[src/qam_pkg.sv]
// Purpose: Shared constants and types for the mode control register bank
// Assumes: Serial frame of 16 bits, flag first, address next, data last
// Notes: Addresses are register indices on the serial port
package qam_pkg;

    localparam int FRAME_BITS = 16;
    localparam logic [6:0] ADDR_RESET = 7'h00;
    localparam logic [6:0] ADDR_FORMAT = 7'h01;
    localparam logic [6:0] ADDR_OUTPUT = 7'h02;
    localparam logic [6:0] ADDR_PAT_HI = 7'h03;
    localparam logic [6:0] ADDR_PAT_LO = 7'h04;
    localparam logic [7:0] REG_RESET_VAL = 8'h00;
    localparam int RESET_BIT_POS = 7;

    // Format and power register fields
    localparam int STAB_DIS_POS = 7;
    localparam int SCRAMBLE_POS = 6;
    localparam int SIGNED_POS = 5;
    localparam int SLEEP_POS = 4;
    // Output mode register fields
    localparam int CUR_MSB = 7;
    localparam int CUR_LSB = 5;
    localparam int TERM_POS = 4;
    localparam int OUT_DIS_POS = 3;
    localparam int LANE_MSB = 2;
    localparam int LANE_LSB = 0;
    // Pattern high register fields
    localparam int PAT_EN_POS = 7;
    localparam int PAT_UP_MSB = 5;

    // Driver current in units of 0.25 mA; doubled when terminated
    localparam logic [4:0] CUR_Q_3P5 = 5'h0e;
    localparam logic [4:0] CUR_Q_4P0 = 5'h10;
    localparam logic [4:0] CUR_Q_4P5 = 5'h12;
    localparam logic [4:0] CUR_Q_3P0 = 5'h0c;
    localparam logic [4:0] CUR_Q_2P5 = 5'h0a;
    localparam logic [4:0] CUR_Q_2P1 = 5'h08;
    localparam logic [4:0] CUR_Q_1P75 = 5'h07;

    typedef struct packed {
        logic stabilizer_disable;
        logic output_scramble_enable;
        logic signed_format_select;
        logic sleep_all;
        logic [3:0] channel_nap;
        logic [2:0] driver_current_select;
        logic internal_termination_enable;
        logic digital_output_disable;
        logic [2:0] lane_serialization_select;
        logic pattern_output_enable;
        logic [13:0] test_pattern;
    } qam_mode_t;

    typedef struct packed {
        logic two_lanes;
        logic [4:0] serial_bits;
        logic code_valid;
        logic [5:0] driver_qma;
        logic current_valid;
    } qam_output_cfg_t;

endpackage

[src/qam_mode_decode.sv]
// Purpose: Decodes the stored output mode fields into driver settings
// Assumes: Pure combinational use inside the register bank
// Notes: Unused codes flag themselves invalid instead of guessing
`timescale 1ns/1ps
module qam_mode_decode
    import qam_pkg::*;
(
    input wire logic [7:0] out_mode,
    output qam_pkg::qam_output_cfg_t cfg
);
    import qam_pkg::*;
    logic [4:0] base_q;

    always_comb
    begin
        cfg = '0;
        base_q = 5'h00;
        cfg.current_valid = 1'b1;
        case (out_mode[CUR_MSB:CUR_LSB]) // RULE_07
            3'h0: base_q = CUR_Q_3P5;
            3'h1: base_q = CUR_Q_4P0;
            3'h2: base_q = CUR_Q_4P5;
            3'h4: base_q = CUR_Q_3P0;
            3'h5: base_q = CUR_Q_2P5;
            3'h6: base_q = CUR_Q_2P1;
            3'h7: base_q = CUR_Q_1P75;
            default: cfg.current_valid = 1'b0;
        endcase
        // Termination doubles the drive
        cfg.driver_qma = out_mode[TERM_POS] ? {base_q, 1'b0} : {1'b0, base_q}; // RULE_08
        cfg.code_valid = 1'b1;
        case (out_mode[LANE_MSB:LANE_LSB]) // RULE_11
            3'h0: {cfg.two_lanes, cfg.serial_bits} = {1'b1, 5'h10};
            3'h1: {cfg.two_lanes, cfg.serial_bits} = {1'b1, 5'h0e};
            3'h2: {cfg.two_lanes, cfg.serial_bits} = {1'b1, 5'h0c};
            3'h5: {cfg.two_lanes, cfg.serial_bits} = {1'b0, 5'h0e};
            3'h6: {cfg.two_lanes, cfg.serial_bits} = {1'b0, 5'h0c};
            3'h7: {cfg.two_lanes, cfg.serial_bits} = {1'b0, 5'h10};
            default:
            begin
                cfg.two_lanes = 1'b0;
                cfg.serial_bits = 5'h00;
                cfg.code_valid = 1'b0;
            end
        endcase
    end
endmodule // qam_mode_decode

[src/qam_mode_regs.sv]
// Purpose: Serial-port mode control register bank for a four-channel converter
// Assumes: Serial pins come from another domain and are synchronised to clk_sys
// Notes: Serial clock must be well below a quarter of clk_sys
//
// How it works
// (RULE_01) Format bit 7 high turns the clock duty stabilizer off.
// (RULE_02) Format bit 6 high enables the output data randomizer.
// (RULE_03) Format bit 5 selects offset binary (0) or two's complement (1).
// (RULE_04) Format bit 4 high sleeps all channels, ignoring nap bits.
// (RULE_05) With sleep clear, bits 0 to 3 nap channels 1 to 4.
// (RULE_06) Any combination of nap bits naps those channels independently.
// (RULE_07) Output bits 7 to 5 choose driver current; code 011 unused.
// (RULE_08) Output bit 4 enables termination and doubles driver current.
// (RULE_09) Host enables termination only with the three lowest currents.
// (RULE_10) Output bit 3 high disables all digital outputs.
// (RULE_11) Output bits 2 to 0 choose lanes and serialization width.
// (RULE_12) Pattern high bit 7 replaces converted data with the test pattern.
// (RULE_13) Pattern high bits 5 to 0 give pattern bits 13 to 8.
// (RULE_14) Pattern high bit 6 has no effect on the device.
// (RULE_15) Pattern low byte gives pattern bits 7 to 0.
// (RULE_16) Access is a 16-bit frame: flag, 7-bit address, 8 data bits.
// (RULE_17) Software reset clears every mode register to zero.
// (RULE_18) Readback returns stored bytes unchanged, don't-care bits included.
`timescale 1ns/1ps
module qam_mode_regs
    import qam_pkg::*;
(
    input wire logic clk_sys,
    input wire logic reset,
    input wire logic cs_n_pin,
    input wire logic sck_pin,
    input wire logic sdi_pin,
    output logic sdo_o,
    output logic sdo_oe,
    output qam_pkg::qam_mode_t mode,
    output logic stabilizer_off,
    output logic [3:0] channel_off,
    output logic sleep_active,
    output logic outputs_enabled,
    output logic [1:0] active_lanes,
    output logic [4:0] serial_width,
    output logic [5:0] driver_qma,
    output logic termination_on,
    output logic mode_code_valid
);
    import qam_pkg::*;

    logic [1:0] cs_sync_r;
    logic [1:0] sck_sync_r;
    logic [1:0] sdi_sync_r;
    logic sck_prev_r;
    logic cs_prev_r;
    logic [4:0] bit_cnt_r;
    logic [15:0] shift_r;
    logic read_frame_r;
    logic [7:0] format_power_control_r;
    logic [7:0] output_driver_mode_r;
    logic [7:0] pattern_high_and_enable_r;
    logic [7:0] pattern_low_byte_r;
    logic [7:0] read_byte_r;
    logic sdo_o_r;
    logic sdo_oe_r;
    qam_mode_t mode_r;
    qam_mode_t mode_nxt;
    qam_output_cfg_t out_cfg;
    logic sck_rise;
    logic sck_fall;
    logic frame_end;
    logic cs_active;
    logic soft_reset_req;
    logic write_commit;
    logic [3:0] reg_sel;
    wire logic [3:0] channel_off_nxt;

    function automatic logic [7:0] read_mux(input logic [6:0] addr, input logic [7:0] r1, input logic [7:0] r2,
                                            input logic [7:0] r3, input logic [7:0] r4);
        if (addr == ADDR_FORMAT)
            return r1;
        else if (addr == ADDR_OUTPUT)
            return r2;
        else if (addr == ADDR_PAT_HI)
            return r3;
        else if (addr == ADDR_PAT_LO)
            return r4;
        else
            return REG_RESET_VAL;
    endfunction

    // One-hot register select for the write path
    function automatic logic [3:0] reg_select(input logic [6:0] addr);
        if (addr == ADDR_FORMAT)
            return 4'h1;
        else if (addr == ADDR_OUTPUT)
            return 4'h2;
        else if (addr == ADDR_PAT_HI)
            return 4'h4;
        else if (addr == ADDR_PAT_LO)
            return 4'h8;
        else
            return 4'h0;
    endfunction

    // Two flops on every pin before use
    always_ff @(posedge clk_sys or posedge reset)
    begin
        if (reset)
        begin
            cs_sync_r <= 2'h3;
            sck_sync_r <= 2'h0;
            sdi_sync_r <= 2'h0;
        end
        else
        begin
            cs_sync_r <= {cs_sync_r[0], cs_n_pin};
            sck_sync_r <= {sck_sync_r[0], sck_pin};
            sdi_sync_r <= {sdi_sync_r[0], sdi_pin};
        end
    end

    always_ff @(posedge clk_sys or posedge reset)
    begin
        if (reset)
        begin
            sck_prev_r <= 1'b0;
            cs_prev_r <= 1'b1;
        end
        else
        begin
            sck_prev_r <= sck_sync_r[1];
            cs_prev_r <= cs_sync_r[1];
        end
    end

    assign cs_active = ~cs_sync_r[1];
    assign sck_rise = cs_active & sck_sync_r[1] & ~sck_prev_r;
    assign sck_fall = cs_active & ~sck_sync_r[1] & sck_prev_r;
    // Write commits only at the rising edge of chip select
    assign frame_end = cs_sync_r[1] & ~cs_prev_r;

    // Frame shift register; edges past the sixteenth are dropped
    always_ff @(posedge clk_sys or posedge reset)
    begin
        if (reset)
        begin
            bit_cnt_r <= 5'h00;
            shift_r <= 16'h0000;
        end
        else if (!cs_active)
        begin
            bit_cnt_r <= 5'h00;
        end
        else if (sck_rise && bit_cnt_r < 5'(FRAME_BITS)) // RULE_16
        begin
            bit_cnt_r <= bit_cnt_r + 5'h01;
            shift_r <= {shift_r[14:0], sdi_sync_r[1]};
        end
    end

    // Flag high on the first bit marks a readback frame
    always_ff @(posedge clk_sys or posedge reset)
    begin
        if (reset)
            read_frame_r <= 1'b0;
        else if (!cs_active)
            read_frame_r <= 1'b0;
        else if (sck_rise && bit_cnt_r == 5'h00)
            read_frame_r <= sdi_sync_r[1]; // RULE_16
    end

    // A write needs all sixteen bits seen and a low flag
    assign write_commit = frame_end && bit_cnt_r == 5'(FRAME_BITS) && !shift_r[15]; // RULE_16
    assign reg_sel = reg_select(shift_r[14:8]);
    // Reset register is write-only and keeps no bits
    assign soft_reset_req = write_commit && shift_r[14:8] == ADDR_RESET && shift_r[RESET_BIT_POS]; // RULE_17

    // Stored bytes; don't-care bits are kept as written
    always_ff @(posedge clk_sys or posedge reset)
    begin
        if (reset)
        begin
            format_power_control_r <= REG_RESET_VAL;
            output_driver_mode_r <= REG_RESET_VAL;
            pattern_high_and_enable_r <= REG_RESET_VAL;
            pattern_low_byte_r <= REG_RESET_VAL;
        end
        else if (soft_reset_req)
        begin
            format_power_control_r <= REG_RESET_VAL; // RULE_17
            output_driver_mode_r <= REG_RESET_VAL; // RULE_17
            pattern_high_and_enable_r <= REG_RESET_VAL; // RULE_17
            pattern_low_byte_r <= REG_RESET_VAL; // RULE_17
        end
        else if (write_commit) // RULE_16
        begin
            if (reg_sel[0])
                format_power_control_r <= shift_r[7:0];
            else if (reg_sel[1])
                output_driver_mode_r <= shift_r[7:0];
            else if (reg_sel[2])
                pattern_high_and_enable_r <= shift_r[7:0];
            else if (reg_sel[3])
                pattern_low_byte_r <= shift_r[7:0];
        end
    end

    // Readback: byte loaded after the address, shifted on falling edges
    // Loaded on the last address edge so D7 stands before the first fall
    always_ff @(posedge clk_sys or posedge reset)
    begin
        if (reset)
            read_byte_r <= 8'h00;
        else if (sck_rise && bit_cnt_r == 5'h07 && read_frame_r)
            read_byte_r <= read_mux({shift_r[5:0], sdi_sync_r[1]}, format_power_control_r, output_driver_mode_r,
                                    pattern_high_and_enable_r, pattern_low_byte_r); // RULE_18
        else if (sck_fall && bit_cnt_r > 5'h08 && bit_cnt_r <= 5'(FRAME_BITS))
            read_byte_r <= {read_byte_r[6:0], 1'b0};
    end

    // Open drain: drive low only for a zero data bit
    always_ff @(posedge clk_sys or posedge reset)
    begin
        if (reset)
        begin
            sdo_o_r <= 1'b0;
            sdo_oe_r <= 1'b0;
        end
        else if (read_frame_r && cs_active && bit_cnt_r >= 5'h08 && bit_cnt_r < 5'(FRAME_BITS))
        begin
            sdo_o_r <= 1'b0;
            sdo_oe_r <= ~read_byte_r[7];
        end
        else
        begin
            sdo_o_r <= 1'b0;
            sdo_oe_r <= 1'b0;
        end
    end

    always_comb
    begin
        mode_nxt.stabilizer_disable = format_power_control_r[STAB_DIS_POS]; // RULE_01
        mode_nxt.output_scramble_enable = format_power_control_r[SCRAMBLE_POS]; // RULE_02
        mode_nxt.signed_format_select = format_power_control_r[SIGNED_POS]; // RULE_03
        mode_nxt.sleep_all = format_power_control_r[SLEEP_POS]; // RULE_04
        mode_nxt.channel_nap = format_power_control_r[3:0]; // RULE_06
        mode_nxt.driver_current_select = output_driver_mode_r[CUR_MSB:CUR_LSB]; // RULE_07
        mode_nxt.internal_termination_enable = output_driver_mode_r[TERM_POS]; // RULE_08
        mode_nxt.digital_output_disable = output_driver_mode_r[OUT_DIS_POS]; // RULE_10
        mode_nxt.lane_serialization_select = output_driver_mode_r[LANE_MSB:LANE_LSB]; // RULE_11
        mode_nxt.pattern_output_enable = pattern_high_and_enable_r[PAT_EN_POS]; // RULE_12
        // Bit 6 of the high byte is never read here
        mode_nxt.test_pattern = {pattern_high_and_enable_r[PAT_UP_MSB:0], pattern_low_byte_r}; // RULE_13 RULE_14 RULE_15
    end

    qam_mode_decode u_decode (
        .out_mode(output_driver_mode_r),
        .cfg(out_cfg)
    );

    // Nap vector: one gate per channel, sleep wins over every nap
    genvar ch;
    generate
        for (ch = 0; ch < 4; ch = ch + 1)
        begin : g_chan_power
            assign channel_off_nxt[ch] = mode_nxt.sleep_all | mode_nxt.channel_nap[ch]; // RULE_04 RULE_05 RULE_06
        end
    endgenerate

    // Registered copy so every mode output leaves a flop
    always_ff @(posedge clk_sys or posedge reset)
    begin
        if (reset)
            mode_r <= '0;
        else
            mode_r <= mode_nxt;
    end

    // Per-channel power state; sleep overrides every nap
    always_ff @(posedge clk_sys or posedge reset)
    begin
        if (reset)
        begin
            channel_off <= 4'h0;
            sleep_active <= 1'b0;
            stabilizer_off <= 1'b0;
        end
        else
        begin
            sleep_active <= mode_nxt.sleep_all; // RULE_04
            stabilizer_off <= mode_nxt.stabilizer_disable; // RULE_01
            channel_off <= channel_off_nxt; // RULE_04 RULE_05 RULE_06
        end
    end

    // Lane count and width; unused codes show zero lanes
    always_ff @(posedge clk_sys or posedge reset)
    begin
        if (reset)
        begin
            active_lanes <= 2'h2;
            serial_width <= 5'h10;
        end
        else
        begin
            active_lanes <= out_cfg.two_lanes ? 2'h2 : (out_cfg.code_valid ? 2'h1 : 2'h0); // RULE_11
            serial_width <= out_cfg.serial_bits; // RULE_11
        end
    end

    // Drive strength; the host must keep termination to the low currents
    always_ff @(posedge clk_sys or posedge reset)
    begin
        if (reset)
        begin
            driver_qma <= {1'b0, CUR_Q_3P5};
            termination_on <= 1'b0;
        end
        else
        begin
            driver_qma <= out_cfg.driver_qma; // RULE_08
            termination_on <= mode_nxt.internal_termination_enable; // RULE_08
        end
    end

    // Output enable follows the disable bit inverted
    always_ff @(posedge clk_sys or posedge reset)
    begin
        if (reset)
            outputs_enabled <= 1'b1;
        else
            outputs_enabled <= ~mode_nxt.digital_output_disable; // RULE_10
    end

    // Flags a lane or current code that selects nothing
    always_ff @(posedge clk_sys or posedge reset)
    begin
        if (reset)
            mode_code_valid <= 1'b1;
        else
            mode_code_valid <= out_cfg.code_valid & out_cfg.current_valid; // RULE_07 RULE_11
    end

    assign mode = mode_r;
    assign sdo_o = sdo_o_r;
    assign sdo_oe = sdo_oe_r;
endmodule // qam_mode_regs

[config.mk]
export PLATFORM = sky130hd
export DESIGN_NAME = qam_mode_regs
export DESIGN_NICKNAME = d
export VERILOG_FILES = /design/src/qam_pkg.sv /design/src/qam_mode_decode.sv /design/src/qam_mode_regs.sv
export SDC_FILE = /design/constraint.sdc
export NUM_CORES = 1
export LEC_CHECK = 0
export BUFFER_PORTS_ARGS = -buffer_cell sky130_fd_sc_hd__buf_2
export CAP_MARGIN = 30
export CELL_PAD_IN_SITES_DETAIL_PLACEMENT = 1
export CELL_PAD_IN_SITES_GLOBAL_PLACEMENT = 1
export CORE_MARGIN = 5
export CORE_UTILIZATION = 42
export CTS_CLUSTER_SIZE = 12
export DETAILED_ROUTE_END_ITERATION = 8
export GPL_TIMING_DRIVEN = 0
export PLACE_DENSITY = 0.71
export SYNTH_ARGS = -nofsm -noshare
export SYNTH_HDL_FRONTEND = slang
export SYNTH_HIERARCHICAL = 1
export SYNTH_SLANG_ARGS = --single-unit
[constraint.sdc]
create_clock -name clk_sys -period 4.1 [get_ports clk_sys]
set_input_delay 0.82 -clock clk_sys [delete_from_list [all_inputs] [get_ports clk_sys]]
set_output_delay 0.82 -clock clk_sys [all_outputs]
set_load 0.02 [all_outputs]
Word-level counts from Yosys, hierarchy flattened
Cells that the tools add are included.
{"block": "totals", "reg_bits": 121, "in_bits": 5, "out_inout_bits": 55, "word_cells": 149}
{"block": "op_classes", "n_addsub": 1, "order_cmp": 4, "n_eq_ne": 24, "mux": 40, "n_bitwise": 16, "n_reduce_logical": 33}
{"cell": "two-way mux 8 bit", "count": 24}
{"cell": "one-hot mux 6 bit (6 select lines)", "count": 1}
{"cell": "one-hot mux 5 bit (7 select lines)", "count": 1}
{"cell": "equality test 7 x 2 -> 1 bit (second input constant)", "count": 4}
{"cell": "equality test 3 bit (second input constant)", "count": 7}
{"cell": "two-way mux 4 bit", "count": 4}
{"cell": "nonzero test 2 bit", "count": 8}
{"cell": "equality test 7 x 1 -> 1 bit (second input constant)", "count": 2}
{"cell": "equality test 7 x 3 -> 1 bit (second input constant)", "count": 2}
{"cell": "logical AND 1 bit", "count": 13}
{"cell": "two-way mux 5 bit", "count": 2}
{"cell": "logical NOT 7 bit", "count": 1}
{"cell": "OR reduction 7 bit", "count": 1}
{"cell": "bitwise AND 1 bit", "count": 6}
{"cell": "equality test 3 x 1 -> 1 bit (second input constant)", "count": 2}
{"cell": "equality test 3 x 2 -> 1 bit (second input constant)", "count": 2}
{"cell": "logical NOT 3 bit", "count": 2}
{"cell": "two-way mux 1 bit", "count": 6}
{"cell": "two-way mux 6 bit", "count": 1}
{"cell": "inequality test 2 bit (second input constant)", "count": 3}
{"cell": "inverter 1 bit", "count": 6}
{"cell": "OR reduction 6 bit", "count": 1}
{"cell": "adder 5 x 1 -> 5 bit (second input constant)", "count": 1}
{"cell": "equality test 5 x 3 -> 1 bit (second input constant)", "count": 1}
{"cell": "other kinds (13)", "count": 17}

Depth between registers and ports, before layout
Gate-level depths: netlist of the first run.
{"block": "depth", "depth_word": 11, "ltp_mapped": 7, "depth_no_buf": 6}

Modules after synthesis
The synthesis of the first run kept the hierarchy.
{"mod": "qam_mode_regs", "n_inst": 1, "cells_per_inst": 341, "area_each_um2": 4619.4, "seq_area_each_um2": 3040.4}
{"mod": "qam_mode_decode", "n_inst": 1, "cells_per_inst": 36, "area_each_um2": 219.0, "seq_area_each_um2": 0.0}

Worst setup path before layout of the first run
OpenSTA, ideal clock, no wires.
{"block": "synth_timing", "kind": "flip-flop to flip-flop", "startpoint": "reg cs_sync_r[1]", "endpoint": "reg output_driver_mode_r[1]", "setup_time_ps": 121, "arrival_time_ps": 1914, "required_time_ps": 3979, "slack_ps": 2065, "path_stages_with_launch": 7, "path_buffers": 2, "synth_period_minus_slack_ps": 2035, "cell_sequence": "dfstp_2 > buf_6 > nor4b_4 > nand3_4 > or4_4 > buf_6 > a22o_1"}
{"block": "synth_between", "elab_chain_len": 7, "word_cells_on_any_way": 10, "cone_classes": "eq/ne: 1; mux: 1; bitwise: 1; reduce/logical: 7"}
{"item": "start, declared", "line_no": "qam_mode_regs.sv:48", "text": "logic [1:0] cs_sync_r;"}
{"item": "start signal, assigned", "line_no": "qam_mode_regs.sv:114", "text": "cs_sync_r <= {cs_sync_r[0], cs_n_pin};"}
{"item": "bitwise AND 1 bit (*)", "line_no": "qam_mode_regs.sv:138", "text": "assign frame_end = cs_sync_r[1] & ~cs_prev_r;"}
{"item": "logical AND 1 bit (*) (2 in series)", "line_no": "qam_mode_regs.sv:171", "text": "assign write_commit = frame_end && bit_cnt_r == 5'(FRAME_BITS) && !shift_r[15];"}
{"item": "logical AND 1 bit (2 in series)", "line_no": "qam_mode_regs.sv:174", "text": "assign soft_reset_req = write_commit && shift_r[14:8] == ADDR_RESET && shift_r[RESET_BIT_POS];"}
{"item": "inequality test 2 bit (no source line) or nonzero test 2 bit (tied branches)"}
{"item": "AND reduction 3 bit (no source line)"}
{"item": "end signal, assigned", "line_no": "qam_mode_regs.sv:198", "text": "output_driver_mode_r <= shift_r[7:0];"}
{"item": "end, declared", "line_no": "qam_mode_regs.sv:57", "text": "logic [7:0] output_driver_mode_r;"}
Mark *: on every way between the ends. The rest lies on a longest branch, timed or not.
A chain may end at the register's enable or synchronous reset.

Worst setup path in the final report of the first run
{"block": "layout_timing", "startpoint": "reg bit_cnt_r[0]", "endpoint": "reg read_byte_r[3]"}
{"block": "layout_between", "elab_chain_len": 4, "word_cells_on_any_way": 9, "cone_classes": "order compare: 2; eq/ne: 1; mux: 1; reduce/logical: 5"}
{"item": "start, declared", "line_no": "qam_mode_regs.sv:53", "text": "logic [4:0] bit_cnt_r;"}
{"item": "start signal, assigned", "line_no": "qam_mode_regs.sv:154", "text": "bit_cnt_r <= bit_cnt_r + 5'h01;"}
{"item": "> comparator 5 x 4 -> 1 bit or equality test 5 x 3 -> 1 bit (tied branches)", "line_no": "qam_mode_regs.sv:215, qam_mode_regs.sv:212"}
{"item": "logical AND 1 bit, on equally long branches (2 in series)", "line_no": "qam_mode_regs.sv:215, qam_mode_regs.sv:212"}
{"item": "nonzero test 2 bit (no source line) or two-way mux 8 bit (tied branches)"}
{"item": "end signal, assigned", "line_no": "qam_mode_regs.sv:213", "text": "read_byte_r <= read_mux({shift_r[5:0], sdi_sync_r[1]}, format_power_control_r, output_driver_mode_r,"}
{"item": "end signal, assigned", "line_no": "qam_mode_regs.sv:216", "text": "read_byte_r <= {read_byte_r[6:0], 1'b0};"}
{"item": "end, declared", "line_no": "qam_mode_regs.sv:60", "text": "logic [7:0] read_byte_r;"}
Several ways; a longest one is shown, not always the timed one.

==> results of run 1 <==
-- through the flow --
stage          total power, mW  area [um2]  util (%)  hold slack, ns
4_1_cts                   2.89        5860      51.5           0.349
2_1_floorplan             1.48        4840         -           0.331
5_1_grt                   2.99        5860      51.5           0.357
3_5_place_dp              1.58        5340      47.0           0.336
6_report                  2.86        5860      51.5           0.344
3_3_place_gp              1.57        5310      46.7           0.334
-- sequential cells by signal, indices dropped and copies added, names as in the netlist --
name                       cells
active_lanes                   2
bit_cnt_r                      5
channel_off                    4
cs_prev_r                      1
cs_sync_r                      2
driver_qma                     6
format_power_control_r         8
mode                          28
mode_code_valid                1
output_driver_mode_r           8
outputs_enabled                1
pattern_high_and_enable_r      8
pattern_low_byte_r             8
read_byte_r                    8
read_frame_r                   1
sck_prev_r                     1
sck_sync_r                     2
sdi_sync_r                     2
sdo_oe                         1
serial_width                   5
shift_r                       16
sleep_active                   1
stabilizer_off                 1
termination_on                 1
-- final cells by class --
cell class                      instances  area [um2]  share of cell area, %
Sequential cell                       121        3040                   51.9
Clock buffer                           28         497                   8.48
Inverter                               13        53.8                  0.919
Tap cell                              143         179                   3.05
Multi-Input combinational cell        219        1610                   27.6
Timing Repair Buffer                   59         318                   5.43
Clock inverter                          4        20.0                  0.342
Buffer                                 24         135                   2.31
-- worst max-delay path, delay by kind of cell (launching register included) --
family,cells,cell delay (ns)
adder cells (fa/ha/maj),1,0.22
AND/OR/NAND/NOR,1,0.30
AO/OA/AOI/OAI,3,1.18
flip-flops,1,0.41
buffers and inverters,1,0.07
-- power breakdown --
group	leakage, nW	internal (mW)	switching (mW)	total [mW]
Combinational	0.880	0.0866	0.146	0.233
Clock	0.256	0.815	0.485	1.30
Sequential	1.63	1.24	0.0947	1.33
-- layout by cell type (no fill, tap or decap), drive strengths merged, types with 2 or more instances in the layout --
master | synthesis | final
or4 | 2 | 2
o2bb2ai | 3 | 3
o31ai | 3 | 3
clkbuf | 11 | 39
conb | 2 | 2
nor3b | 4 | 4
clkinv | 0 | 4
dfstp | 10 | 10
a21oi | 6 | 6
or2 | 7 | 7
mux2 | 14 | 14
nand2b | 5 | 5
xor2 | 4 | 4
a211oi | 17 | 17
ha | 2 | 2
nor4b | 4 | 4
dfrtp | 111 | 111
and2 | 2 | 2
nand3 | 6 | 6
o32ai | 3 | 3
nor2 | 17 | 17
buf | 13 | 72
nor3 | 8 | 8
nor4 | 3 | 3
nand2 | 27 | 27
nand4 | 4 | 4
mux2i | 3 | 3
and4b | 2 | 2
a22o | 22 | 22
inv | 13 | 13
a2111oi | 4 | 4
nand3b | 14 | 14
nor2b | 6 | 6
o21ai | 14 | 14
-- cell families (layout without fill, tap and decap cells) --
kind of cell,Yosys count,after routing
XOR/XNOR,5,5
buffers and inverters,37,128
AND/OR/NAND/NOR,114,114
AO/OA/AOI/OAI,79,79
adder cells (fa/ha/maj),2,2
multiplexers,17,17
other,2,2
flip-flops,121,121
-- routing by layer --
metal	vias to the layer above	track usage [%]
met4	0	6.89
met3	14	5.15
met1	1662	23.1
li1	1512	-
met5	-	0
met2	72	26.6
-- worst paths after layout --
| kind | end | slack (ns) | start | cells past startpoint |
|---|---|---|---|---|
| worst min register to register | sdi_sync_r[1] | 0.34 | sdi_sync_r[0] | 0 |
| min in group asynchronous | serial_width[0] | 0.36 | reset | 2 |
| worst min-delay path | sdi_sync_r[1] | 0.34 | sdi_sync_r[0] | 0 |
| worst max register to register | read_byte_r[3] | 1.78 | bit_cnt_r[0] | 6 |
| max in group asynchronous | mode_code_valid | 3.00 | reset | 3 |
| worst max-delay path | read_byte_r[3] | 1.78 | bit_cnt_r[0] | 6 |
==> impl_metrics.csv, run 1 <==
group,metric,value,unit
run_status,status,"complete, no violations",
pwr,leakagePower,2.77,nW
setup_path,cp_max_fo,8,
flow_run,cap_violations,0,
clock_tree,post_cts_buffers,0,
layout,drive_gt1_share,30.6,%
placement,dpl.hpwl,7720,um
routing,postRouteAntennaNets,0,
yosys,synth_area_leaders,"dfrtp_1 (57%), dfstp_2 (5.4%), a22o_1 (4.0%)",
setup_path,cp_data_arrival_time,2.58,ns
global_route,grt_pass1_vias,3477,
clock_tree,cts_buffer_depth,2,
yosys,synth_compound_area_share,13.1,%
global_route,grt_pass1_wl,18900,um
yosys,synthAdderAreaFrac,0.517,%
timing,tightest_slew,0.872,ns
yosys,synth-seq-cells,121,
timing,period_minus_slack,2.32,ns
placement,placedCellCount,579,
die,die_w,117,um
yosys,synth_xor_area_share,0.905,%
die,start_util,42.6,%
yosys,yosysMostFrequentCell,"dfrtp_1",
timing,hold_viol,0,
clock_tree,hold_buffers,0,
timing,drv_slew,0,
layout,fin_nets,462,
global_route,track_usage,17.4,%
clock_tree,clk_latency,0.41,ns
yosys,seq_area_frac_synth,62.8,%
clock_tree,cts_made_buffers,17,
yosys,synthTopCellsByCount,"dfrtp_1 (111), nand2_1 (27), a22o_1 (22), a211oi_1 (17), nor2_1 (17)",
yosys,ys.flop_type,"dfrtp_1",
routing,dr_wl_met2,5400,um
yosys,synthArstFlopShare,100,%
routing,dr.pass1.iters,4,
timing,rsz0062_at_grt,"false",
clock_tree,clockRootBuffer,"clkbuf_16",
timing,fmax,431,MHz
timing,timing.final.crit_share,56.6,%
yosys,synth_warnings,6,
clock_tree,path_clk_slew,0.05,ns
routing,maxUsedRoutingLayer,"met4",
routing,wirelength_met1,5070,um
setup_path,path_cells,"inv_1 > ha_1 > and4bb_2 > a21oi_1 > a2bb2oi_2 > a211oi_1",
routing,wl_per_cell,18.3,um
layout,n_fill_cell,1172,
clock_tree,cts_resized,0,
yosys,muxShareOfSynthArea,3.88,%
routing,route.detailed.drc,0,
setup_path,cp-end-kind,"flop",
die,die_area,13800,um2
timing,fin_ws,1.78,ns
hold_path,hold_path.class,"flop to flop",
yosys,synth_top_family_by_area,"simple AND/OR/NAND/NOR gates",
yosys,postSynthCellCount,377,
die,design.core.area,11400,um2
routing,drtIter0Drc,205,
timing,setup_viol,0,
yosys,synth_top_area_share,57.4,%
layout,diodes,0,
routing,drt_wl_total,11200,um
clock_tree,cts.sinks,121,
clock_tree,htree_levels,4,
yosys,yosys.area_share.simple,14.8,%
yosys,synth_top_area_cell,"dfrtp_1",
die,rows,39,
die,io_pins,60,
yosys,synth_cell_types,56,
setup_path,cpPeakStageDelay,0.56,ns
layout,stdcell_count,611,
setup_path,cp-start-kind,"flop",
timing,slew_headroom,41.7,%
yosys,netlist_area,4840,um2
routing,met3_wirelength,510,um
routing,vias,3260,
placement,io_buffers,58,
routing,via_per_inst,5.34,
placement,place_congestion,0.861,
layout,syn2layout_area_growth,21.0,%
yosys,synth_edf_count,0,
clock_tree,cts_tree,"done",
pwr,ir_drop,0.000220,V
setup_path,critPathSlowestCell,"a21oi_1",
timing,tns,0,ns
setup_path,cp.required,4.36,ns
yosys,syn_nets,384,
die,die_h,117,um
yosys,syn_avg_cell_area,12.8,um2
global_route,antenna_found_initial,0,
placement,dpl_worst_slack,1.77,ns
timing,fin_skew,0.00650,ns
setup_path,crit_type,"flop to flop",
global_route,grt-ovfl-total,0,
pwr,p_per_area,489,nW/um2
global_route,grt_max_degree,96,
(Power assumes the default switching activity.)
==> inputs of run 2 (changes only) <==
Settings changed: CORE_UTILIZATION 42 to 47, PLACE_DENSITY 0.71 to 0.75.
Clock period 4.1 ns to 2.15 ns, I/O delays scaled along.
==> run 2 against run 1 <==
  * Maximum frequency up 8.2%
  * Flip-flop and latch count did not move
  * Count of clock-buffer cells in the layout is 7 lower
  * Largest power group is now clock
  * Die area shrank 9.8%
==> impl_metrics.csv, run 2 (synthesized netlist as in run 1, its figures left out) <==
group,metric,value,unit
timing,drv_slew,0,
routing,wl_per_cell,20.1,um
placement,dpl_worst_slack,-0.221,ns
timing,rsz0062_at_grt,"true",
routing,drt_wl_total,12600,um
die,rows,37,
layout,n_fill_cell,1062,
pwr,p_per_area,932,nW/um2
routing,via_per_inst,5.52,
clock_tree,clockRootBuffer,"clkbuf_8",
timing,timing.final.crit_share,99.7,%
clock_tree,path_clk_slew,0.05,ns
setup_path,reg2reg_from,"shift_r[2]",
timing,fmax,466,MHz
layout,largest_register_ffs,28,
layout,drive_gt1_share,37.1,%
layout,fin_nets,485,
die,die_h,111,um
setup_path,cp.required,2.57,ns
layout,layout_commonest_cell,"dfrtp_1",
global_route,grt_pass1_vias,3626,
die,io_pins,60,
timing,fin_ws,0.00603,ns
die,die_w,111,um
routing,drtIter0Drc,149,
clock_tree,clk_latency,0.52,ns
placement,place_congestion,0.805,
global_route,antenna_found_initial,0,
global_route,grt-ovfl-total,0,
layout,final_cell_mix,"dfrtp_1 (107), buf_2 (61), nand2_1 (27), buf_4 (25), a22o_1 (22)",
setup_path,critPathLaunch,"shift_r[2]",
pwr,ir_drop,0.000564,V
pwr,leakagePower,2.93,nW
setup_path,cp_data_arrival_time,2.56,ns
timing,period_minus_slack,2.14,ns
layout,fin_area,6170,um2
global_route,track_usage,21.0,%
clock_tree,cts_buffer_depth,2,
clock_tree,cts_made_buffers,17,
setup_path,cp_max_fo,9,
placement,place_area,5360,um2
timing,hold_viol,0,
clock_tree,cts.sinks,121,
routing,dr.pass1.iters,4,
timing,tightest_slew,0.584,ns
layout,post-route-util,60.5,%
routing,vias,3455,
clock_tree,htree_levels,4,
placement,placedCellCount,574,
timing,slew_headroom,61.1,%
run_status,status,"complete, no violations",
global_route,grt_max_degree,36,
layout,syn2layout_area_growth,27.4,%
die,die_area,12400,um2
layout,stdcell_count,626,
die,start_util,47.5,%
setup_path,cp-start-kind,"flop",
hold_path,hp-start,"sdi_pin",
hold_path,hold_path.class,"primary input to flop",
global_route,grt_pass1_wl,20100,um
placement,io_buffers,58,
routing,route.detailed.drc,0,
timing,fin_skew,0.00666,ns
setup_path,crit_type,"flop to flop",
setup_path,cp-end-kind,"flop",
clock_tree,cts_tree,"done",
flow_run,cap_violations,0,
routing,postRouteAntennaNets,0,
placement,dpl.hpwl,7980,um
timing,setup_viol,0,
layout,diodes,0,
timing,holdWs,0.0266,ns
die,design.core.area,10200,um2
-- run 2: cell count changes in the layout (fill, tap and decap cells not counted), moves of 2 or more --
cell           before  now
buf_4               7   25
clkbuf_1           19   10
a211oi_1           17   13
a211oi_2            0    4
dfrtp_1           111  107
dfrtp_2             0    4
buf_12              0    3
clkbuf_2            0    3
clkinv_2            4    7
dlygate4sd3_1       0    3
bufinv_16           0    2
clkinvlp_4          0    2
-- run 2: final timing paths --
path | to | slack [ns] | cells after the start
worst max-delay path | read_byte_r[5] | 0.006 | 6
max in group asynchronous | outputs_enabled | 0.60 | 6
worst min-delay path | sdi_sync_r[0] | 0.03 | 1
worst min register to register | sdi_sync_r[1] | 0.35 | 0
min in group asynchronous | serial_width[0] | 0.48 | 3
worst max register to register | read_byte_r[5] | 0.006 | 6
-- run 2: worst max-delay path: stages, from the launching register on --
cell       delay (ns)
dfrtp_2          0.47
or4_4            0.56
buf_6            0.16
o311ai_4         0.41
buf_6            0.16
a211oi_2         0.05
a2111oi_2        0.22
-- run 2: per-stage QoR --
step                setup TNS, ns  power, mW
finish                          0       5.75
floorplan                       0       2.83
detailed placement          -2.17       3.03
global route               -0.121       5.96
CTS                             0       5.67
global placement           -51.66       2.99
-- run 2: cell type report --
type	instances	area [um2]	area share, %
repair buffers	84	534	8.66
clock buffers	21	439	7.12
inverters	13	52.6	0.852
multi-input cells	219	1690	27.4
clock inverters	10	103	1.66
flip-flops and latches	121	3050	49.4
well taps	136	170	2.76
plain buffers	22	131	2.13
-- run 2: timing repair --
item,4_1_cts,5_1_grt
hold buffers,3,0
endpoints found under the hold margin,15,0
pin swaps,3,4
resized for setup,6,18
setup endpoints to repair,27,23
setup buffers,11,9
-- run 2: where the power goes --
part	switching, mW	leakage [nW]	internal, mW
combinational	0.350	1.03	0.264
sequential	0.165	1.63	2.37
clock	0.946	0.271	1.65
-- run 2: per-layer routing --
metal	vias up	part of all wire [%]	track usage, %	wire length [um]
li1	1553	-	-	-
met2	97	49	32.9	6130
met3	23	5.5	5.60	694
met1	1782	44	28.0	5520
met5	-	0	0	0
met4	0	2.1	8.27	264
==> inputs of run 3 (changes only) <==
Settings changed: ABC_AREA from default to 1, CORE_UTILIZATION 47 to 45.
==> run 3 against run 2 <==
  * Hold slack got worse by 0.012 ns
  * Critical path depth up 3
  * Via count is 12% higher
  * Non-clock buffer count decreased by 24
  * Design area fell by 0.67%
  * Clock power is 9.2% higher
  * Sequential power is 4% lower
  * Largest power group unchanged
  * Flip-flop and latch count stayed put
  * Routed wire length rose by 2.5%
  * Global-route usage is 0.31 points higher
  * Core utilization down 4.3 points
  * Count of clock-buffer cells in the layout is 2 higher
  * Critical endpoint is now read_byte_r[7]
==> impl_metrics.csv, run 3 <==
group,metric,value,unit
clock_tree,cts_made_buffers,17,
yosys,synthTopCellsByCount,"nand2_1 (135), dfrtp_1 (111), inv_1 (48), nand3_1 (41), nand4_1 (31)",
yosys,synth_compound_area_share,6.35,%
layout,stdcell_count,750,
yosys,synth_cell_types,38,
yosys,seq_area_frac_synth,60.8,%
layout,largest_register_ffs,28,
run_status,status,"complete, no violations",
layout,syn2layout_area_growth,22.4,%
yosys,synth_top_area_share,55.5,%
placement,placedCellCount,716,
global_route,use_met3,4.80,%
clock_tree,cts_tree,"done",
routing,vias,3875,
pwr,p_total,5.74,mW
yosys,synth_xor_area_share,0,%
layout,drive_gt1_share,23.8,%
global_route,grt_pass1_wl,21900,um
clock_tree,path_clk_slew,0.06,ns
placement,io_buffers,58,
flow_run,cap_violations,0,
clock_tree,cts_buffer_depth,2,
die,start_util,46.0,%
die,die_area,13300,um2
routing,drtIter0Drc,226,
pwr,leakagePower,3.27,nW
yosys,syn_nets,523,
yosys,synthArstFlopShare,100,%
placement,place_area,5510,um2
timing,tightest_slew,0.856,ns
pwr,p_per_area,938,nW/um2
yosys,netlist_area,5000,um2
timing,fmax,515,MHz
global_route,use_met1,26.8,%
timing,hold_viol,0,
clock_tree,clk_latency,0.52,ns
timing,fin_ws,0.208,ns
routing,drt_wl_total,12900,um
yosys,syn_avg_cell_area,9.70,um2
global_route,grt_pass1_vias,4208,
yosys,muxShareOfSynthArea,0,%
setup_path,rr_worst_depth,9,
yosys,postSynthCellCount,516,
global_route,top_usage_layer,"met2",
yosys,synth_top_family_by_area,"simple AND/OR/NAND/NOR gates",
setup_path,cp.required,2.54,ns
routing,route.detailed.drc,0,
yosys,synth_warnings,6,
placement,dpl.hpwl,8860,um
placement,dpl_worst_slack,0.239,ns
setup_path,cp-end-kind,"flop",
timing,period_minus_slack,1.94,ns
die,rows,38,
yosys,yosysMostFrequentCell,"nand2_1",
yosys,yosys.area_share.simple,25.2,%
setup_path,cp-start-kind,"flop",
hold_path,hold_path.class,"primary input to flop",
layout,layout_commonest_cell,"nand2_1",
setup_path,crit_type,"flop to flop",
die,io_pins,60,
timing,fin_skew,0.00917,ns
yosys,synth_area_leaders,"dfrtp_1 (56%), nand2_1 (10%), dfstp_2 (5.3%)",
global_route,grt_max_degree,45,
hold_path,hold_depth,1,
layout,fin_nets,604,
yosys,synthAdderAreaFrac,0.500,%
layout,n_fill_cell,1263,
global_route,grt.met2_usage,36.3,%
timing,setup_viol,0,
placement,place_congestion,0.811,
layout,fin_area,6120,um2
timing,rsz0062_at_grt,"false",
yosys,synth_top_area_cell,"dfrtp_1",
clock_tree,cts.sinks,121,
setup_path,cp_data_arrival_time,2.33,ns
die,design.core.area,10900,um2
routing,postRouteAntennaNets,0,
global_route,track_usage,21.3,%
routing,dr.pass1.iters,4,
clock_tree,clockRootBuffer,"clkbuf_8",
routing,wl_per_cell,17.2,um
yosys,synth-seq-cells,121,
setup_path,cp_max_fo,9,
yosys,synth_edf_count,0,
timing,drv_slew,0,
clock_tree,post_cts_buffers,0,
die,die_h,115,um
global_route,antenna_found_initial,0,
layout,diodes,0,
yosys,ys.flop_type,"dfrtp_1",
timing,slew_headroom,42.8,%
routing,via_per_inst,5.17,
layout,final_cell_mix,"nand2_1 (135), dfrtp_1 (111), buf_2 (62), inv_1 (47), nand3_1 (41)",
pwr,ir_drop,0.000448,V
timing,timing.final.crit_share,90.3,%
clock_tree,htree_levels,4,
global_route,grt-ovfl-total,0,
die,die_w,115,um
## run 3: power breakdown
group	internal, mW	switching [mW]	leakage, nW
Combinational	0.134	0.346	1.35
Sequential	2.34	0.0920	1.63
Clock	1.85	0.988	0.296
## run 3: what timing repair did
item                                    in CTS  in global routing
gates resized for setup                      0                  0
endpoints found under the setup margin       0                  0
hold endpoints to repair                     2                  0
hold buffers                                 2                  0
## run 3: stage by stage
stage / utilization [%] / TNS [ns] / hold WS [ns]
final: 56.3 / 0 / 0.0145
after CTS: 56.3 / 0 / 0.00322
after global routing: 56.3 / 0 / 0.00327
after detailed placement: 50.6 / 0 / 0.336
after global placement: 50.3 / -51.81 / 0.332
after floorplan: - / 0 / 0.331
## run 3: path summary, 6_finish.rpt
path	endpoint	slack, ns	start
min in group asynchronous	serial_width[0]	0.08	reset
setup reg to reg	read_byte_r[7]	0.21	bit_cnt_r[0]
max in group asynchronous	pattern_high_and_enable_r[3]	1.13	reset
setup / recovery	read_byte_r[7]	0.21	bit_cnt_r[0]
hold reg to reg	sck_sync_r[1]	0.35	sck_sync_r[0]
hold / removal	sck_sync_r[0]	0.01	sck_pin
## run 3: kinds of logic (layout without fill, tap and decap cells)
kind of cell,after synthesis,in the layout
and+or+nand+nor,260,260
buffers and inverters,75,169
adders and majority gates,2,2
other,2,2
AOI/OAI and AO/OA,56,56
DFF,121,121
## run 3: cell type report
| cell class | instances | area (um2) | share of cell area (%) |
|---|---|---|---|
| Buffer | 20 | 148 | 2.41 |
| Clock buffer | 23 | 467 | 7.62 |
| Clock inverter | 9 | 124 | 2.02 |
| Inverter | 55 | 210 | 3.43 |
| Multi-Input combinational cell | 320 | 1610 | 26.3 |
| Sequential cell | 121 | 3040 | 49.6 |
| Tap cell | 140 | 175 | 2.86 |
| Timing Repair Buffer | 62 | 350 | 5.72 |
## run 3: worst max-delay path: stages, from the launching register on
cell and delay [ns]:
dfrtp_1 0.42, inv_1 0.07, ha_1 0.16, nand2_2 0.09
nor2_4 0.14, nand2_4 0.09, nand2_1 0.07, nand2_1 0.25
o21ai_0 0.39, a21oi_1 0.12
## run 3: routing by layer
layer  part of all wire, %  up-vias
met5                     0        -
li1                      -     1841
met4                   1.6        0
met1                    43     1950
met3                   3.5       20
met2                    52       64
